[src/rtl/uart_defines.vh]
`ifndef UART_DEFINES_VH
`define UART_DEFINES_VH
// =====================================
// register offsets (byte addresses are 4x)
`define OFS_DATA 3'h0
`define OFS_IER 3'h1
`define OFS_IIR 3'h2
`define OFS_LCR 3'h3
`define OFS_MCR 3'h4
`define OFS_LSR 3'h5
`define OFS_MSR 3'h6
`define OFS_SCR 3'h7
`define OFS_ISTAT 4'h8
`define OFS_IMASK 4'h9
// =====================================
// fields
`define LCR_BANK 7
`define LCR_BREAK 6
`define LCR_PEN 3
`define FCR_EN 0
`define FCR_RXRST 1
`define FCR_TXRST 2
`define FCR_DMA 3
`define MCR_LOOP 4
// =====================================
// reset values, fifo size
`define IIR_RESET 8'h01
`define LSR_RESET 8'h60
`define FIFO_DEPTH 16
`define FIFO_AW 4
`endif

[src/rtl/rx_fifo.v]
// =====================================
// receive character store, 16 deep
module rx_fifo (
   input wire clock,
   input wire rst_b,
   input wire flush,
   input wire push,
   input wire [7:0] push_data,
   input wire pop,
   output wire [7:0] head,
   output wire full,
   output wire empty,
   output wire [4:0] count
);
   reg [7:0] mem [0:15];
   reg [3:0] wr_q;
   reg [3:0] rd_q;
   reg [4:0] cnt_q;
   wire do_push;
   wire do_pop;
   assign full = (cnt_q == 5'h10);
   assign empty = (cnt_q == 5'h00);
   assign count = cnt_q;
   assign head = mem[rd_q];
   assign do_push = push && !full;
   assign do_pop = pop && !empty;
   always @(posedge clock) begin
      if (do_push) begin
         mem[wr_q] <= push_data;
      end
   end
   always @(posedge clock) begin
      if (!rst_b || flush) begin
         wr_q <= 4'h0;
         rd_q <= 4'h0;
         cnt_q <= 5'h00;
      end else begin
         if (do_push) begin
            wr_q <= wr_q + 4'h1;
         end
         if (do_pop) begin
            rd_q <= rd_q + 4'h1;
         end
         if (do_push && !do_pop) begin
            cnt_q <= cnt_q + 5'h01;
         end else if (do_pop && !do_push) begin
            cnt_q <= cnt_q - 5'h01;
         end
      end
   end
endmodule

[src/rtl/uart_channel.v]
// Design decision made here: the AXI4-Lite slave port.
`include "uart_defines.vh"
module uart_channel (
   input wire clock,
   input wire rst_b,
   input wire [5:0] s_axi_awaddr,
   input wire s_axi_awvalid,
   output reg s_axi_awready,
   input wire [31:0] s_axi_wdata,
   input wire [3:0] s_axi_wstrb,
   input wire s_axi_wvalid,
   output reg s_axi_wready,
   output reg [1:0] s_axi_bresp,
   output reg s_axi_bvalid,
   input wire s_axi_bready,
   input wire [5:0] s_axi_araddr,
   input wire s_axi_arvalid,
   output reg s_axi_arready,
   output reg [31:0] s_axi_rdata,
   output reg [1:0] s_axi_rresp,
   output reg s_axi_rvalid,
   input wire s_axi_rready,
   input wire serial_in,
   output reg serial_out,
   input wire cts_n,
   input wire dsr_n,
   input wire ri_n,
   input wire dcd_n,
   output reg rts_n,
   output reg dtr_n,
   output reg irq
);
   // =====================================
   // registers
   reg [7:0] ier_q, lcr_q, mcr_q, scr_q, dll_q, dlm_q;
   reg fifo_en_q;
   reg [1:0] trig_q;
   reg [7:0] thr_q;
   reg thr_full_q;
   reg oe_q, pe_q, fe_q, bi_q;
   reg holding_empty_flag_irq_q;
   reg [3:0] msr_delta_q;
   reg [3:0] modem_prev_q;
   reg [3:0] istat_q, imask_q;
   reg [5:0] awaddr_q, araddr_q;
   reg [31:0] wdata_q;
   reg aw_have_q, w_have_q;
   // =====================================
   // synchronisers
   reg [4:0] sync1_q, sync2_q;
   wire rxd_raw = sync2_q[0];
   wire [3:0] modem_in = ~sync2_q[4:1];
   wire rxd = mcr_q[`MCR_LOOP] ? serial_out : rxd_raw;
   wire [3:0] modem_now = mcr_q[`MCR_LOOP] ?
      {mcr_q[3], mcr_q[2], mcr_q[0], mcr_q[1]} : modem_in;
   always @(posedge clock) begin
      if (!rst_b) begin
         sync1_q <= 5'h1f;
         sync2_q <= 5'h1f;
      end else begin
         sync1_q <= {dcd_n, ri_n, dsr_n, cts_n, serial_in};
         sync2_q <= sync1_q;
      end
   end
   // =====================================
   // 16x baud enable
   reg [15:0] baud_cnt_q;
   wire [15:0] divisor = {dlm_q, dll_q};
   wire tick = (baud_cnt_q == 16'h0001) && (divisor != 16'h0000);
   always @(posedge clock) begin
      if (!rst_b || tick || baud_cnt_q == 16'h0000) begin
         baud_cnt_q <= divisor;
      end else begin
         baud_cnt_q <= baud_cnt_q - 16'h0001;
      end
   end
   // =====================================
   // frame format
   wire [3:0] data_bits = {2'b00, lcr_q[1:0]} + 4'h5;
   wire parity_on = lcr_q[`LCR_PEN];
   // =====================================
   // transmitter
   reg [10:0] tx_sh_q;
   reg [3:0] tx_bits_q;
   reg [3:0] tx_sub_q;
   reg tx_busy_q;
   wire [7:0] tx_mask = 8'hff >> (4'h8 - data_bits);
   wire [7:0] tx_dat = thr_q & tx_mask;
   wire tx_par = lcr_q[5] ? ~lcr_q[4] : (^tx_dat ^ ~lcr_q[4]);
   wire [3:0] tx_total = 4'h1 + data_bits + {3'b000, parity_on} +
      {3'b000, lcr_q[2]} + 4'h1;
   wire tx_load = thr_full_q && !tx_busy_q;
   always @(posedge clock) begin
      if (!rst_b) begin
         tx_sh_q <= 11'h7ff;
         tx_bits_q <= 4'h0;
         tx_sub_q <= 4'h0;
         tx_busy_q <= 1'b0;
         serial_out <= 1'b1;
      end else begin
         if (tx_load) begin
            // lsb follows the start bit directly
            // unused data slots above a short word must idle high
            tx_sh_q <= {2'b11, tx_dat | ~tx_mask, 1'b0};
            if (parity_on) begin
               tx_sh_q[data_bits + 4'h1] <= tx_par;
            end
            tx_bits_q <= tx_total;
            tx_sub_q <= 4'h0;
            tx_busy_q <= 1'b1;
         end else if (tx_busy_q && tick) begin
            tx_sub_q <= tx_sub_q + 4'h1;
            if (tx_sub_q == 4'hf) begin
               tx_sh_q <= {1'b1, tx_sh_q[10:1]};
               tx_bits_q <= tx_bits_q - 4'h1;
               if (tx_bits_q == 4'h1) begin
                  tx_busy_q <= 1'b0;
               end
            end
         end
         serial_out <= lcr_q[`LCR_BREAK] ? 1'b0 :
            (tx_busy_q ? tx_sh_q[0] : 1'b1);
      end
   end
   // =====================================
   // receiver
   reg [3:0] rx_sub_q, rx_bits_q;
   reg rx_busy_q;
   reg [9:0] rx_sh_q;
   reg rx_push_q;
   reg [7:0] rx_byte_q;
   reg rx_pe_q, rx_fe_q, rx_bi_q;
   wire [3:0] rx_total = data_bits + {3'b000, parity_on} + 4'h1;
   // start bit and parity sit around the data in the shifter
   wire [3:0] rx_drop = 4'ha - data_bits - {3'b000, parity_on};
   wire [9:0] rx_align = rx_sh_q >> rx_drop;
   always @(posedge clock) begin
      if (!rst_b) begin
         rx_sub_q <= 4'h0;
         rx_bits_q <= 4'h0;
         rx_busy_q <= 1'b0;
         rx_sh_q <= 10'h000;
         rx_push_q <= 1'b0;
         rx_byte_q <= 8'h00;
         rx_pe_q <= 1'b0;
         rx_fe_q <= 1'b0;
         rx_bi_q <= 1'b0;
      end else begin
         rx_push_q <= 1'b0;
         if (!rx_busy_q) begin
            if (tick && !rxd) begin
               rx_busy_q <= 1'b1;
               rx_sub_q <= 4'h1;
               rx_sh_q <= 10'h000;
               rx_bits_q <= 4'h0;
            end
         end else if (tick) begin
            rx_sub_q <= rx_sub_q + 4'h1;
            if (rx_sub_q == 4'h8) begin
               if (rx_bits_q == 4'h0 && rxd) begin
                  rx_busy_q <= 1'b0;
               end else if (rx_bits_q == rx_total) begin
                  rx_busy_q <= 1'b0;
                  rx_push_q <= 1'b1;
                  rx_byte_q <= rx_align[7:0] & tx_mask;
                  rx_fe_q <= !rxd;
                  rx_bi_q <= !rxd && (rx_sh_q == 10'h000);
                  rx_pe_q <= parity_on && (lcr_q[5] ?
                     (rx_sh_q[9] != ~lcr_q[4]) :
                     (^rx_sh_q[9:0] ^ ~lcr_q[4]) != 1'b0);
               end else begin
                  // first captured bit ends in bit 0 only for eight data bits with parity
                  rx_sh_q <= {rxd, rx_sh_q[9:1]};
               end
               rx_bits_q <= rx_bits_q + 4'h1;
            end
         end
      end
   end
   // =====================================
   // receive store
   wire [7:0] rx_head;
   wire rx_full, rx_empty;
   wire [4:0] rx_count;
   wire rd_data, wr_fcr;
   wire [7:0] wbyte;
   reg rx_flush;
   rx_fifo u_rx_fifo (
      .clock(clock),
      .rst_b(rst_b),
      .flush(rx_flush),
      .push(rx_push_q),
      .push_data(rx_byte_q),
      .pop(rd_data),
      .head(rx_head),
      .full(rx_full),
      .empty(rx_empty),
      .count(rx_count)
   );
   wire rx_limit = fifo_en_q ? rx_full : !rx_empty;
   // =====================================
   // interrupt identification
   wire [4:0] trig_lvl = (trig_q == 2'd0) ? 5'd1 : (trig_q == 2'd1) ?
      5'd4 : (trig_q == 2'd2) ? 5'd8 : 5'd14;
   wire rda = fifo_en_q ? (rx_count >= trig_lvl) : !rx_empty;
   wire ls_src = ier_q[2] && (oe_q | pe_q | fe_q | bi_q);
   wire rd_src = ier_q[0] && rda;
   wire th_src = ier_q[1] && holding_empty_flag_irq_q;
   wire ms_src = ier_q[3] && (msr_delta_q != 4'h0);
   reg [7:0] interrupt_identification;
   always @* begin
      interrupt_identification = `IIR_RESET;
      if (ls_src) begin
         interrupt_identification[3:0] = 4'h6;
      end else if (rd_src) begin
         interrupt_identification[3:0] = 4'h4;
      end else if (th_src) begin
         interrupt_identification[3:0] = 4'h2;
      end else if (ms_src) begin
         interrupt_identification[3:0] = 4'h0;
      end
      // fifo bits only exist in fifo mode
      interrupt_identification[7:6] = fifo_en_q ? 2'b11 : 2'b00;
      interrupt_identification[3] = interrupt_identification[3] & fifo_en_q;
   end
   wire holding_empty_flag = !thr_full_q;
   wire transmitter_idle_flag = holding_empty_flag && !tx_busy_q;
   // in fifo mode an overrun byte never enters the store, so it is not a store error
   wire lsr7 = fifo_en_q && (pe_q | fe_q | bi_q);
   wire [7:0] line_status = {lsr7, transmitter_idle_flag, holding_empty_flag, bi_q, fe_q, pe_q, oe_q,
      !rx_empty};
   wire [7:0] modem_status = {modem_now, msr_delta_q};
   // =====================================
   // axi4-lite write side
   wire wr_go = aw_have_q && w_have_q && !s_axi_bvalid;
   wire [3:0] widx = awaddr_q[5:2];
   wire bank = lcr_q[`LCR_BANK];
   assign wbyte = wdata_q[7:0];
   reg wdata_strb0_q;
   wire wr_lane = wr_go && wdata_strb0_q;
   wire wr_thr = wr_lane && widx == {1'b0, `OFS_DATA} && !bank;
   assign wr_fcr = wr_lane && widx == {1'b0, `OFS_IIR};
   wire rd_go = s_axi_arvalid && s_axi_arready;
   wire [3:0] ridx = s_axi_araddr[5:2];
   assign rd_data = rd_go && ridx == {1'b0, `OFS_DATA} && !bank;
   wire rd_iir = rd_go && ridx == {1'b0, `OFS_IIR};
   wire rd_lsr = rd_go && ridx == {1'b0, `OFS_LSR};
   wire rd_msr = rd_go && ridx == {1'b0, `OFS_MSR};
   wire [3:0] ev = {ms_src, th_src, rd_src, ls_src};
   always @* begin
      rx_flush = wr_fcr && wbyte[`FCR_RXRST];
   end
   always @(posedge clock) begin
      if (!rst_b) begin
         s_axi_awready <= 1'b1;
         s_axi_wready <= 1'b1;
         s_axi_bvalid <= 1'b0;
         s_axi_bresp <= 2'b00;
         aw_have_q <= 1'b0;
         w_have_q <= 1'b0;
         awaddr_q <= 6'h00;
         wdata_q <= 32'h00000000;
         wdata_strb0_q <= 1'b0;
         ier_q <= 8'h00;
         lcr_q <= 8'h00;
         mcr_q <= 8'h00;
         scr_q <= 8'h00;
         dll_q <= 8'h00;
         dlm_q <= 8'h00;
         fifo_en_q <= 1'b0;
         trig_q <= 2'b00;
         thr_q <= 8'h00;
         thr_full_q <= 1'b0;
         imask_q <= 4'h0;
      end else begin
         if (s_axi_awvalid && s_axi_awready) begin
            awaddr_q <= s_axi_awaddr;
            aw_have_q <= 1'b1;
            s_axi_awready <= 1'b0;
         end
         if (s_axi_wvalid && s_axi_wready) begin
            wdata_q <= s_axi_wdata;
            wdata_strb0_q <= s_axi_wstrb[0];
            w_have_q <= 1'b1;
            s_axi_wready <= 1'b0;
         end
         if (wr_go) begin
            s_axi_bvalid <= 1'b1;
            s_axi_bresp <= (widx > `OFS_IMASK) ? 2'b10 : 2'b00;
            aw_have_q <= 1'b0;
            w_have_q <= 1'b0;
         end
         if (s_axi_bvalid && s_axi_bready) begin
            s_axi_bvalid <= 1'b0;
            s_axi_awready <= 1'b1;
            s_axi_wready <= 1'b1;
         end
         if (tx_load || (wr_fcr && wbyte[`FCR_TXRST])) begin
            thr_full_q <= 1'b0;
         end
         if (wr_lane) begin
            case (widx)
               {1'b0, `OFS_DATA}: begin
                  if (bank) begin
                     dll_q <= wbyte;
                  end else begin
                     thr_q <= wbyte;
                     thr_full_q <= 1'b1;
                  end
               end
               {1'b0, `OFS_IER}: begin
                  if (bank) begin
                     dlm_q <= wbyte;
                  end else begin
                     ier_q <= {4'h0, wbyte[3:0]};
                  end
               end
               {1'b0, `OFS_IIR}: begin
                  // dma select is dropped, reset bits never stored
                  fifo_en_q <= wbyte[`FCR_EN];
                  trig_q <= wbyte[7:6];
               end
               {1'b0, `OFS_LCR}: lcr_q <= wbyte;
               {1'b0, `OFS_MCR}: mcr_q <= {3'b000, wbyte[4:0]};
               {1'b0, `OFS_SCR}: scr_q <= wbyte;
               `OFS_IMASK: imask_q <= wbyte[3:0];
               default: begin
               end
            endcase
         end
      end
   end
   // =====================================
   // status flags, interrupt sources
   always @(posedge clock) begin
      if (!rst_b) begin
         oe_q <= 1'b0;
         pe_q <= 1'b0;
         fe_q <= 1'b0;
         bi_q <= 1'b0;
         holding_empty_flag_irq_q <= 1'b0;
         msr_delta_q <= 4'h0;
         modem_prev_q <= 4'h0;
         istat_q <= 4'h0;
         rts_n <= 1'b1;
         dtr_n <= 1'b1;
         irq <= 1'b0;
      end else begin
         // a new event in the clearing cycle wins
         if (rd_lsr) begin
            {oe_q, pe_q, fe_q, bi_q} <= 4'h0;
         end
         if (rx_push_q) begin
            oe_q <= rx_limit | (oe_q & !rd_lsr);
            pe_q <= rx_pe_q | (pe_q & !rd_lsr);
            fe_q <= rx_fe_q | (fe_q & !rd_lsr);
            bi_q <= rx_bi_q | (bi_q & !rd_lsr);
         end
         if (tx_load) begin
            holding_empty_flag_irq_q <= 1'b1;
         end else if (wr_thr || (rd_iir && interrupt_identification[3:0] == 4'h2)) begin
            holding_empty_flag_irq_q <= 1'b0;
         end
         modem_prev_q <= modem_now;
         msr_delta_q <= (rd_msr ? 4'h0 : msr_delta_q) |
            {modem_now[3] ^ modem_prev_q[3],
             modem_prev_q[2] & !modem_now[2],
             modem_now[1] ^ modem_prev_q[1],
             modem_now[0] ^ modem_prev_q[0]};
         if (wr_lane && widx == `OFS_ISTAT) begin
            istat_q <= (istat_q & ~wbyte[3:0]) | ev;
         end else begin
            istat_q <= istat_q | ev;
         end
         irq <= |(istat_q & imask_q);
         rts_n <= mcr_q[`MCR_LOOP] | !mcr_q[1];
         dtr_n <= mcr_q[`MCR_LOOP] | !mcr_q[0];
      end
   end
   // =====================================
   // axi4-lite read side
   reg [7:0] rmux;
   always @* begin
      rmux = 8'h00;
      case (ridx)
         {1'b0, `OFS_DATA}: rmux = bank ? dll_q : rx_head;
         {1'b0, `OFS_IER}: rmux = bank ? dlm_q : ier_q;
         {1'b0, `OFS_IIR}: rmux = interrupt_identification;
         {1'b0, `OFS_LCR}: rmux = lcr_q;
         {1'b0, `OFS_MCR}: rmux = mcr_q;
         {1'b0, `OFS_LSR}: rmux = line_status;
         {1'b0, `OFS_MSR}: rmux = modem_status;
         {1'b0, `OFS_SCR}: rmux = scr_q;
         `OFS_ISTAT: rmux = {4'h0, istat_q};
         `OFS_IMASK: rmux = {4'h0, imask_q};
         default: rmux = 8'h00;
      endcase
   end
   always @(posedge clock) begin
      if (!rst_b) begin
         s_axi_arready <= 1'b1;
         s_axi_rvalid <= 1'b0;
         s_axi_rdata <= 32'h00000000;
         s_axi_rresp <= 2'b00;
      end else begin
         if (rd_go) begin
            s_axi_arready <= 1'b0;
            s_axi_rvalid <= 1'b1;
            s_axi_rdata <= {24'h000000, rmux};
            s_axi_rresp <= (ridx > `OFS_IMASK) ? 2'b10 : 2'b00;
         end else if (s_axi_rvalid && s_axi_rready) begin
            s_axi_rvalid <= 1'b0;
            s_axi_arready <= 1'b1;
         end
      end
   end
endmodule

[config.mk]
export PLATFORM = sky130hd
export DESIGN_NAME = uart_channel
export DESIGN_NICKNAME = d
export VERILOG_FILES = /design/src/rtl/rx_fifo.v /design/src/rtl/uart_channel.v
export VERILOG_INCLUDE_DIRS = /design/src /design/src/rtl
export SDC_FILE = /design/constraint.sdc
export NUM_CORES = 1
export LEC_CHECK = 0
export BUFFER_PORTS_ARGS = -buffer_cell sky130_fd_sc_hd__buf_2
export CORE_MARGIN = 2
export CORE_UTILIZATION = 40
export DETAILED_ROUTE_END_ITERATION = 8
export PLACE_DENSITY_LB_ADDON = 0.05
export RECOVER_POWER = 100
export SLEW_MARGIN = 20
export SYNTH_ARGS = -nofsm -noshare
export SYNTH_HDL_FRONTEND = slang
export SYNTH_HIERARCHICAL = 1
export SYNTH_SLANG_ARGS = --single-unit
[constraint.sdc]
create_clock -name clock -period 3.8 [get_ports clock]
set_input_delay 0.76 -clock clock [delete_from_list [all_inputs] [get_ports clock]]
set_output_delay 0.76 -clock clock [all_outputs]
set_load 0.02 [all_outputs]
* Word-level counts from Yosys, hierarchy flattened *
Memories as Yosys holds them, arrays and structs flattened. A register that Yosys moved wholly into a read port is not among the register bits.
Index checks and enable logic that the tools add are counted.
W data, S select, Z words.

cells by class
  order comparisons = 5
  bitwise logic cells = 40
  shifts and indexed selects = 2
  equal/unequal tests = 30
  divide/modulo/power cells = 0
  add/sub/neg operators = 19
  muxes and demuxes = 79
  $mul = 0
  reduce and logical (&&, ||, !) cells = 96

operators with widths
  operator                 count
  $pmux W8 S10             1
  $mux W4                  17
  $mux W10                 6
  $mux W11                 4
  $logic_and A1 B1 Y1      38
  $mux W1                  37
  $add A4 B1 Y4 const B    8
  $eq A4 B3 Y1 const B     6
  $eq A4 B4 Y1 const B     6
  $eq A4 B2 Y1 const B     5
  $reduce_and A3 Y1        6
  $and A8 B8 Y8            2
  $eq A16 B1 Y1 const B    1
  $logic_not A16 Y1        1
  $mux W16                 1
  $mux W8                  2
  $reduce_bool A16 Y1      1
  $reduce_bool A2 Y1       8
  $sub A16 B1 Y16 const B  1
  $logic_not A1 Y1         14
  $reduce_and A2 Y1        7
  $add A4 B1 Y4            3
  $eq A4 B1 Y1 const B     3
  $logic_not A4 Y1         3
  45 further kinds         90

storage, ports and cells
  output and inout port bits = 45
  bits in registers = 202
  memories = 1
  logic and storage cells = 327
  bits in writable memories = 128
  memory bits (read-only) = 0
  input bits = 60
  latch bits = 0

memory list
  name           words  width  read ports  clocked after Yosys merged registers in  wr ports  RTL line      text
  u_rx_fifo.mem  16     8      1           1                                        1         rx_fifo.v:15  reg [7:0] mem [0:15];

* Depth between registers and ports, before layout *
Gate-level depths: netlist (run 1).

  depth in word-level cells = 14
  mapped depth = 13
  depth with buffers taken out = 11

* By module *
Netlist (run 1), hierarchy kept.

modules (own cells, without submodules)
  module        instances  cells each  seq. area each (sq um)  area each (sq um)
  uart_channel  1          1,090       3,703.6                 9,261.4
  rx_fifo       1          310         4,184.0                 5,723.0

* Worst setup path before layout (run 1) *
Ideal clock, no wire load.

  path type = input -> register
  start point = input port s_axi_araddr[3]
  end point = register u_rx_fifo.cnt_q[4] (netlist: u_rx_fifo/count[4])
  arrival = 2.996 ns
  stages = 12
  buffers on the path = 1
  required time = 3.684 ns
  path slack = 0.687 ns
  cell sequence = clkbuf_1 nor2_1 nand2_1 nor3_1 o21ai_2 ha_1 inv_1 ha_1 a21oi_1 a211o_1 a211oi_1 a31o_2

between the ends
  cells in the longest elaborated chain, start to end = 7
  elaborated cells between the ends (all ways) = 9
  classes of those cells = mux (1); reduce/logical (8)

RTL lines
  what                                           RTL line            text
  start, declared                                uart_channel.v:16   input wire [5:0] s_axi_araddr,
  $logic_not A4 Y1 (*)                           uart_channel.v:245  assign rd_data = rd_go && ridx == {1'b0, `OFS_DATA} && !bank;
  $logic_and A1 B1 Y1 (*) (2 in a row)           uart_channel.v:245
  via rd_data                                    uart_channel.v:185  wire rd_data, wr_fcr;
  $logic_and A1 B1 Y1 (*)                        rx_fifo.v:26        assign do_pop = pop && !empty;
  $logic_not A1 Y1                               rx_fifo.v:44        if (do_push && !do_pop) begin
  $logic_and A1 B1 Y1                            rx_fifo.v:44
  $mux W5 or $reduce_bool A2 Y1 (tied branches)  -
  end signal, assigned                           rx_fifo.v:45        cnt_q <= cnt_q + 5'h01;
  end signal, assigned                           rx_fifo.v:47        cnt_q <= cnt_q - 5'h01;
  end, declared                                  rx_fifo.v:18        reg [4:0] cnt_q;

The timed path passes the listed nets; every way through them passes the cells marked *.
A chain may end at the register's enable or synchronous reset.

* Worst setup path in the final report (run 1) *
  start point = input port rst_b
  end point = register irq

RTL lines
  what                  RTL line            text
  start, declared       uart_channel.v:5    input wire rst_b,
  end signal, assigned  uart_channel.v:375  irq <= |(istat_q & imask_q);
  end, declared         uart_channel.v:31   output reg irq

No word-level cell between the ends.

==> results of run 1 <==
-- worst max-delay path, cell delays in order --
cell	delay, ns
clkbuf_1	0.22
inv_4	0.54
clkbuf_1	1.67
a21oi_1	0.28
-- flip-flops by register name, indices dropped and copies added, names as in the netlist, 5 cells and up, named ones only --
| register | cells |
|---|---|
| s_axi_rdata | 8 |
| scr_q | 8 |
| sync1_q | 5 |
| rx_byte_q | 8 |
| tx_sh_q | 11 |
| baud_cnt_q | 16 |
| rx_sh_q | 10 |
| dlm_q | 8 |
| wdata_q | 8 |
| dll_q | 8 |
| u_rx_fifo/count | 5 |
| lcr_q | 8 |
| sync2_q | 5 |
| mcr_q | 5 |
| thr_q | 8 |
| u_rx_fifo/mem | 128 |
-- per-layer routing --
layer	routed length [um]	vias to the layer above	part of all wire
met5	27	-	0.00071
met4	549	4	0.014
met3	2015	47	0.053
met2	17410	195	0.46
met1	17970	4980	0.47
li1	-	5044	-
-- layout make-up --
class / count / area (um2)
fill: 3478 / 20020
tap: 468 / 585.6
multi-input combinational: 944 / 6460
clock inverter: 15 / 148.9
inverter: 50 / 190.2
sequential: 330 / 7888
clock buffer: 57 / 1094
timing repair buffer: 75 / 404.1
-- metrics by stage --
| step | utilization | setup WS (ns) |
|---|---|---|
| final | 0.4559 | 0.5369 |
| after global routing | 0.4559 | 0.3895 |
| after CTS | 0.4595 | 0.7986 |
| after floorplan | - | 0.6873 |
| after global placement | 0.4257 | 0.4307 |
| after detailed placement | 0.4257 | 0.4387 |
-- kinds of logic (layout without fill, tap and decap cells) --
| family | after synthesis | after routing | share of synthesized area |
|---|---|---|---|
| DFF | 330 | 330 | 0.5264 |
| muxes | 128 | 128 | 0.1165 |
| buffers and inverters | 151 | 197 | 0.04626 |
| other | 1 | 26 | 0.0002503 |
| adders and majority gates | 41 | 41 | 0.03574 |
| and+or+nand+nor | 471 | 471 | 0.1478 |
| xor gates and xnor gates | 45 | 45 | 0.02814 |
| AOI/OAI and AO/OA | 233 | 233 | 0.09895 |
-- how the worst max path moves through the flow --
| stage | from | endpoint | slack (ns) | cells after the start |
|---|---|---|---|---|
| after CTS | baud_cnt_q[11]$_DFF_P_ | tx_bits_q[2]$_SDFFE_PN0P_ | 0.80 | 8 |
| after global routing | baud_cnt_q[10]$_DFF_P_ | tx_sh_q[6]$_SDFFE_PN1P_ | 0.39 | 7 |
| after detailed placement | s_axi_araddr[4] | u_rx_fifo/count[4]$_SDFFE_PP0P_ | 0.44 | 12 |
| after floorplan | s_axi_araddr[3] | u_rx_fifo/count[4]$_SDFFE_PP0P_ | 0.69 | 12 |
| after global placement | s_axi_araddr[4] | u_rx_fifo/count[4]$_SDFFE_PP0P_ | 0.43 | 12 |
| final | rst_b | irq$_SDFF_PN0_ | 0.54 | 4 |
-- power by group through the flow --
stage	Combinational [mW]	Clock, mW	Sequential, mW
3_3_place_gp	0.556	0	3.89
4_1_cts	0.565	3.73	3.82
2_1_floorplan	0.449	0	3.86
3_5_place_dp	0.561	0	3.89
5_1_grt	0.609	3.88	3.83
6_report	0.534	3.63	3.82
-- placed cells by master, fill, tap and decap left out, drive strengths merged, types with 26 or more instances in the layout --
cell / instances
edfxtp: 128
nand2b: 32
dfxtp: 202
clkbuf: 88
mux2i: 81
nor2: 167
ha: 38
xnor2: 27
a21oi: 75
buf: 44
o21ai: 55
a22oi: 39
inv: 53
nand3: 32
mux4: 36
conb: 26
nand2: 139
==> key figures, run 1 <==
Synth
  • Top post-synthesis cells by area: dfxtp_1 (27%), edfxtp_1 (26%), mux2i_1 (5.4%)
  • Syn avg cell area: 10.70 um2
  • Netlist Area Pre-Place: 14980 um2
  • Post-synth top area cell: dfxtp_1
  • Part of the Yosys area used for sequential elements: 0.5264
  • Post-synth EDFFs: 128
  • Synth top cells by count: dfxtp_1 (202), nor2_1 (167), nand2_1 (138)
  • Post-synth top flop: dfxtp_1
  • Most common cell in the netlist: dfxtp_1
  • Synth Warn #: 6
  • Mapped Cells: 1400
  • Yosys reg bits: 330
  • Top cell type's share of synthesized area: 0.2699
  • Count of cell types in the netlist: 75
  • Async SR Flop Fraction: 0

Finish
  • Antenna diode count: 0
  • Design Area, Final: 16770 um2
  • Share of cells above drive strength 1: 0.1081
  • Final non-filler cell total: 1939
  • Nets: 1541
  • P&R area growth vs syn: 11.92%

STA
  • Hold violation count in the final report: 0
  • Worst slew margin: -0.5049
  • Worst slew pin tran: 2.257 ns
  • Fmax: 306.5 MHz
  • Slew Limit Fails: 83
  • Tmin final: 3.263 ns
  • # setup viols final: 0
  • Fin crit share: 0.8587
  • Clk_skew: 0.01849 ns
  • WHS: 0.3952 ns
  • RSZ-0062 raised after global routing: false
  • Setup TNS: 0 ns

Power
  • Internal Power: 6.074 mW
  • Clock share of power: 0.455
  • Leak Pwr: 5.964 nW
  • Total power: 7.976 mW
  • Peak VDD IR: 0.3146 mV
  • Sequential Power Share: 0.478
  • PD cells: 475.6 nW/um2
  • Psw: 1.902 mW
  • Comb pwr share: 0.067
  • Switching Share: 0.2385

Critical path
  • R2R Path Start: baud_cnt_q[11]$_DFF_P_
  • Reg2reg end: tx_sh_q[6]$_SDFFE_PN1P_
  • Critical Path Start Type: input port
  • Register-to-Register Path Depth: 7
  • Critical Path RT: 4.08 ns
  • Crit path kind: in2reg
  • CP endpoint kind: flop
  • Crit Path Max Fanout: 60
  • Critical Path AT: 3.54 ns
  • Setup slack, reg-to-reg: 0.64 ns

CTS
  • Clock Path Buffers: 3
  • H-tree depth: 2
  • CTS sink count: 330
  • Root Driver: clkbuf_16
  • Cts bufs inserted: 39
  • Clock-pin slew on the worst setup and hold paths: 0.06 ns
  • Setup Buffers After CTS: 0
  • CTS Hold Buffers Added: 0
  • Gates resized, CTS repair: 0
  • Clock Latency Late Sink: 0.55 ns
  • CTS tree: yes

Die
  • Die Y: 197.6 um
  • # rows: 70
  • Core Footprint: 36790 um2
  • I/O Pins: 105
  • Die footprint: 39030 um2
  • Die width: 197.6 um
  • Initial core utilization: 0.4073

Placement
  • Placed cells: 1867
  • HPWL after DPL: 26020 um
  • RePlAce Congestion: 0.8843
  • I/O Buffers: 47
  • Dpl cell area: 15660 um2

Min path
  • Endpoint of the worst hold-timing path: sync1_q[3]$_SDFF_PN1_
  • WHS Path Cells: 2
  • Hold Crit Class: in2reg
  • Worst hold start: ri_n

GRT
  • GR Util All Layers: 0.1992
  • Vias in the first global route: 9818
  • Met3 usage: 0.04525
  • Overflow after GRT: 0
  • Largest net degree at the start of global routing: 61
  • Initial antenna violation count: 2
  • GRT Max-Usage Layer: met2
  • Global Route met1 Usage: 0.2824
  • Met2 usage: 0.3103
  • First-pass GRT wire length: 58660 um

Route
  • Final WL: 37980 um
  • WL/cell: 19.59 um
  • Antenna violation net count after detailed routing: 0
  • Initial drt markers: 548
  • DRC: 0
  • Drt via density: 5.297
  • TritonRoute pass-1 iters: 5
  • Vias: 10270

Run
  • Max-Cap Viols: 2

Outcome
  • Status: finished, violations left
  • Failing checks: capacitance limit, slew limit
Note: power is estimated with default switching activity, not from simulation.
==> run 2, diff against run 1 <==
- SYNTH_HIERARCHICAL: 1 -> not set
==> run 2 against run 1 <==
The run still ends with capacitance limit, slew limit left. Critical path depth grew 3. Total power grew 1.7%. Via count grew 1.6%. Synthesized cell count grew 0.29%. Largest cell class unchanged. Highest routed layer is now met4.
==> key figures, run 2 <==
STA
  • Final WS setup: 0.4895 ns (was 0.5369 ns)
  • Clk_skew: 0.02549 ns (was 0.01849 ns)
  • WHS: 0.3915 ns (was 0.3952 ns)
  • Worst slew margin: -0.6159 (was -0.5049)
  • Setup TNS: 0 ns (unchanged)
  • Tmin final: 3.310 ns (was 3.263 ns)
  • RSZ-0062 raised after global routing: false (unchanged)
  • # setup viols final: 0 (unchanged)
  • Fin crit share: 0.8712 (was 0.8587)
  • Slew Limit Fails: 53 (was 83)
  • Hold violation count in the final report: 0 (unchanged)
  • Worst slew pin tran: 2.424 ns (was 2.257 ns)
  • Fmax: 302.1 MHz (was 306.5 MHz)

Finish
  • Most common cell after layout, fill and taps aside: dfxtp_1 (unchanged)
  • Design Area, Final: 17320 um2 (was 16770 um2)
  • Biggest register: u_rx_fifo.mem (was u_rx_fifo/mem)
  • Top flop regs: u_rx_fifo.mem x128, baud_cnt_q x16, tx_sh_q x11 (was u_rx_fifo/mem x128, baud_cnt_q x16, tx_sh_q x11)
  • Antenna diode count: 0 (unchanged)
  • P&R area growth vs syn: 12.38% (was 11.92%)
  • Fill count: 3635 (was 3478)
  • Nets: 1551 (was 1541)
  • Share of cells above drive strength 1: 0.1089 (was 0.1081)
  • Most frequent cells in the layout: dfxtp_1 (202), edfxtp_1 (128), nand2_1 (118), nor2_1 (91), nor2b_1 (89) (was dfxtp_1 (202), nor2_1 (167), nand2_1 (139), edfxtp_1 (128), mux2i_1 (81))
  • Max reg flops: 128 (unchanged)

Route
  • Drt via density: 5.244 (was 5.297)
  • Metal2 WL: 18310 um (was 17410 um)
  • Initial drt markers: 742 (was 548)
  • DRC: 0 (unchanged)
  • Top sig layer: met4 (was met5)
  • Vias: 10430 (was 10270)
  • Final WL: 39930 um (was 37980 um)
  • Antenna violation net count after detailed routing: 0 (unchanged)
  • WL/cell: 20.07 um (was 19.59 um)
  • Met3 wire length: 1772 um (was 2015 um)
  • Wl on met1: 19000 um (was 17970 um)
  • TritonRoute pass-1 iters: 4 (was 5)

CTS
  • Setup Buffers After CTS: 0 (unchanged)
  • H-tree depth: 2 (unchanged)
  • Gates resized, CTS repair: 0 (unchanged)
  • CTS tree: yes (unchanged)
  • Cts bufs inserted: 39 (unchanged)
  • Clock Path Buffers: 3 (unchanged)
  • Root Driver: clkbuf_16 (unchanged)
  • Clock-pin slew on the worst setup and hold paths: 0.06 ns (about the same)
  • Clock Latency Late Sink: 0.56 ns (was 0.55 ns)
  • CTS Hold Buffers Added: 0 (unchanged)
  • CTS sink count: 330 (unchanged)

Power
  • Switching Share: 0.2417 (was 0.2385)
  • Leak Pwr: 6.021 nW (was 5.964 nW)
  • Total power: 8.113 mW (was 7.976 mW)
  • Peak VDD IR: 0.3133 mV (was 0.3146 mV)
  • Clock share of power: 0.454 (was 0.455)
  • Comb pwr share: 0.075 (was 0.067)
  • Internal Power: 6.152 mW (was 6.074 mW)
  • Psw: 1.961 mW (was 1.902 mW)
  • PD cells: 468.6 nW/um2 (was 475.6 nW/um2)
  • Sequential Power Share: 0.471 (was 0.478)

GRT
  • Overflow after GRT: 0 (unchanged)
  • Initial antenna violation count: 0 (was 2)
  • Vias in the first global route: 10325 (was 9818)
  • Largest net degree at the start of global routing: 59 (was 61)
  • GR Util All Layers: 0.2004 (was 0.1992)
  • First-pass GRT wire length: 62110 um (was 58660 um)

Critical path
  • Setup crit start: baud_cnt_q[5]$_DFF_P_ (was rst_b)
  • Crit Path Max Fanout: 22 (was 60)
  • Crit path kind: reg2reg (was in2reg)
  • Critical Path Start Type: flop (was input port)
  • Critical Path RT: 4.08 ns (about the same)
  • Critical Path AT: 3.59 ns (was 3.54 ns)
  • Reg2reg end: tx_sh_q[4]$_SDFFE_PN1P_ (was tx_sh_q[6]$_SDFFE_PN1P_)
  • Register-to-Register Path Depth: 7 (unchanged)
  • R2R Path Start: baud_cnt_q[5]$_DFF_P_ (was baud_cnt_q[11]$_DFF_P_)
  • CP endpoint kind: flop (unchanged)
  • Setup slack, reg-to-reg: 0.49 ns (was 0.64 ns)

Synth
  • Part of the Yosys area used for sequential elements: 0.5119 (was 0.5264)
  • Post-synth top flop: dfxtp_1 (unchanged)
  • Post-synth top area cell: dfxtp_1 (unchanged)
  • Synth top cells by count: dfxtp_1 (202), edfxtp_1 (128), nand2_1 (118) (was dfxtp_1 (202), nor2_1 (167), nand2_1 (138))
  • Synth Warn #: 0 (was 6)
  • Mapped Cells: 1404 (was 1400)
  • Top post-synthesis cells by area: dfxtp_1 (26%), edfxtp_1 (25%), mux4_2 (6.0%) (was dfxtp_1 (27%), edfxtp_1 (26%), mux2i_1 (5.4%))
  • Top cell type's share of synthesized area: 0.2625 (was 0.2699)
  • Syn avg cell area: 10.97 um2 (was 10.70 um2)
  • Most common cell in the netlist: dfxtp_1 (unchanged)
  • Async SR Flop Fraction: 0 (unchanged)
  • Netlist Area Pre-Place: 15410 um2 (was 14980 um2)
  • Post-synth EDFFs: 128 (unchanged)
  • Count of cell types in the netlist: 74 (was 75)
  • Yosys reg bits: 330 (unchanged)

Die
  • # rows: 71 (was 70)
  • I/O Pins: 105 (unchanged)
  • Die Y: 200.3 um (was 197.6 um)
  • Die width: 200.3 um (was 197.6 um)
  • Initial core utilization: 0.4071 (was 0.4073)
  • Die footprint: 40100 um2 (was 39030 um2)
  • Core Footprint: 37840 um2 (was 36790 um2)

Min path
  • WHS Path Cells: 2 (unchanged)
  • Worst hold start: serial_in (was ri_n)
  • Endpoint of the worst hold-timing path: sync1_q[0]$_SDFF_PN1_ (was sync1_q[3]$_SDFF_PN1_)
  • Hold Crit Class: in2reg (unchanged)

Placement
  • Pre-CTS WS: 0.3967 ns (was 0.4387 ns)
  • RePlAce Congestion: 0.8923 (was 0.8843)
  • Dpl cell area: 16150 um2 (was 15660 um2)
  • HPWL after DPL: 27670 um (was 26020 um)
  • I/O Buffers: 47 (unchanged)

Run
  • Max-Cap Viols: 1 (was 2)

Outcome
  • Status: finished, violations left (unchanged)
  • Failing checks: capacitance limit, slew limit (unchanged)
## run 2: cell count changes in the layout (fill, tap and decap cells not counted), sizes merged, moves of 10 or more
cell and change:
a21boi +34, a21oi -28, a22oi -12, and2 +17, clkbuf -10, mux2i -20, nand2 -21, nor2 -75
nor2b +76, o21ai +14
## run 2: power groups by stage
| stage | combinational, mW | sequential [mW] | clock (mW) |
|---|---|---|---|
| 2_1_floorplan | 0.444 | 3.87 | 0 |
| 3_3_place_gp | 0.612 | 3.90 | 0 |
| 3_5_place_dp | 0.617 | 3.90 | 0 |
| 4_1_cts | 0.620 | 3.82 | 3.79 |
| 5_1_grt | 0.675 | 3.83 | 3.95 |
| 6_report | 0.608 | 3.82 | 3.68 |
## run 2: cell type report
| class | count | area [um2] | share of cell area |
|---|---|---|---|
| flip-flops and latches | 330 | 7888 | 0.4555 |
| multi-input cells | 951 | 6927 | 0.4000 |
| clock buffers | 47 | 1026 | 0.05925 |
| well taps | 511 | 639.4 | 0.03692 |
| repair buffers | 78 | 427.9 | 0.02471 |
| clock inverters | 22 | 220.2 | 0.01272 |
| inverters | 50 | 187.7 | 0.01084 |
## run 2: logic make-up after synthesis
logic type,synth area share
simple gates,0.1563
fa+ha+maj,0.03476
buf+inv,0.04499
other cells,0.0002434
xor+xnor,0.03411
mux,0.1039
flops,0.5119
compound gates,0.1137
## run 2: metal layers
layer / vias up / GRT usage
li1: 5119 / -
met4: 0 / 0.05291
met2: 193 / 0.3155
met1: 5063 / 0.2820
met5: - / 0
met3: 55 / 0.04068
## run 2: worst max-delay path, cell delays in order (launching register included)
cell and delay [ns]:
dfxtp_1 0.32, or4_4 0.56, or4_4 0.54, nor4_4 0.27, clkbuf_1 0.82, mux2i_1 0.26, a21o_1 0.13, o311ai_0 0.12
## run 2: per-stage QoR
stage                     std cells    util
after floorplan                1429       -
after global placement         1920  0.4268
after detailed placement       1920  0.4268
after CTS                      1989  0.4597
after global routing           1989  0.4575
final                          1989  0.4575
## run 2: worst max-delay path by stage
stage                                      endpoint  slack [ns]  cells past startpoint
CTS                         tx_sh_q[4]$_SDFFE_PN1P_        0.76                      9
floorplan           u_rx_fifo.count[4]$_SDFFE_PP0P_        0.32                     13
detailed placement  u_rx_fifo.count[4]$_SDFFE_PP0P_        0.40                     13
finish                      tx_sh_q[4]$_SDFFE_PN1P_        0.49                      7
global placement    u_rx_fifo.count[4]$_SDFFE_PP0P_        0.44                     13
global route                tx_sh_q[5]$_SDFFE_PN1P_        0.24                      7
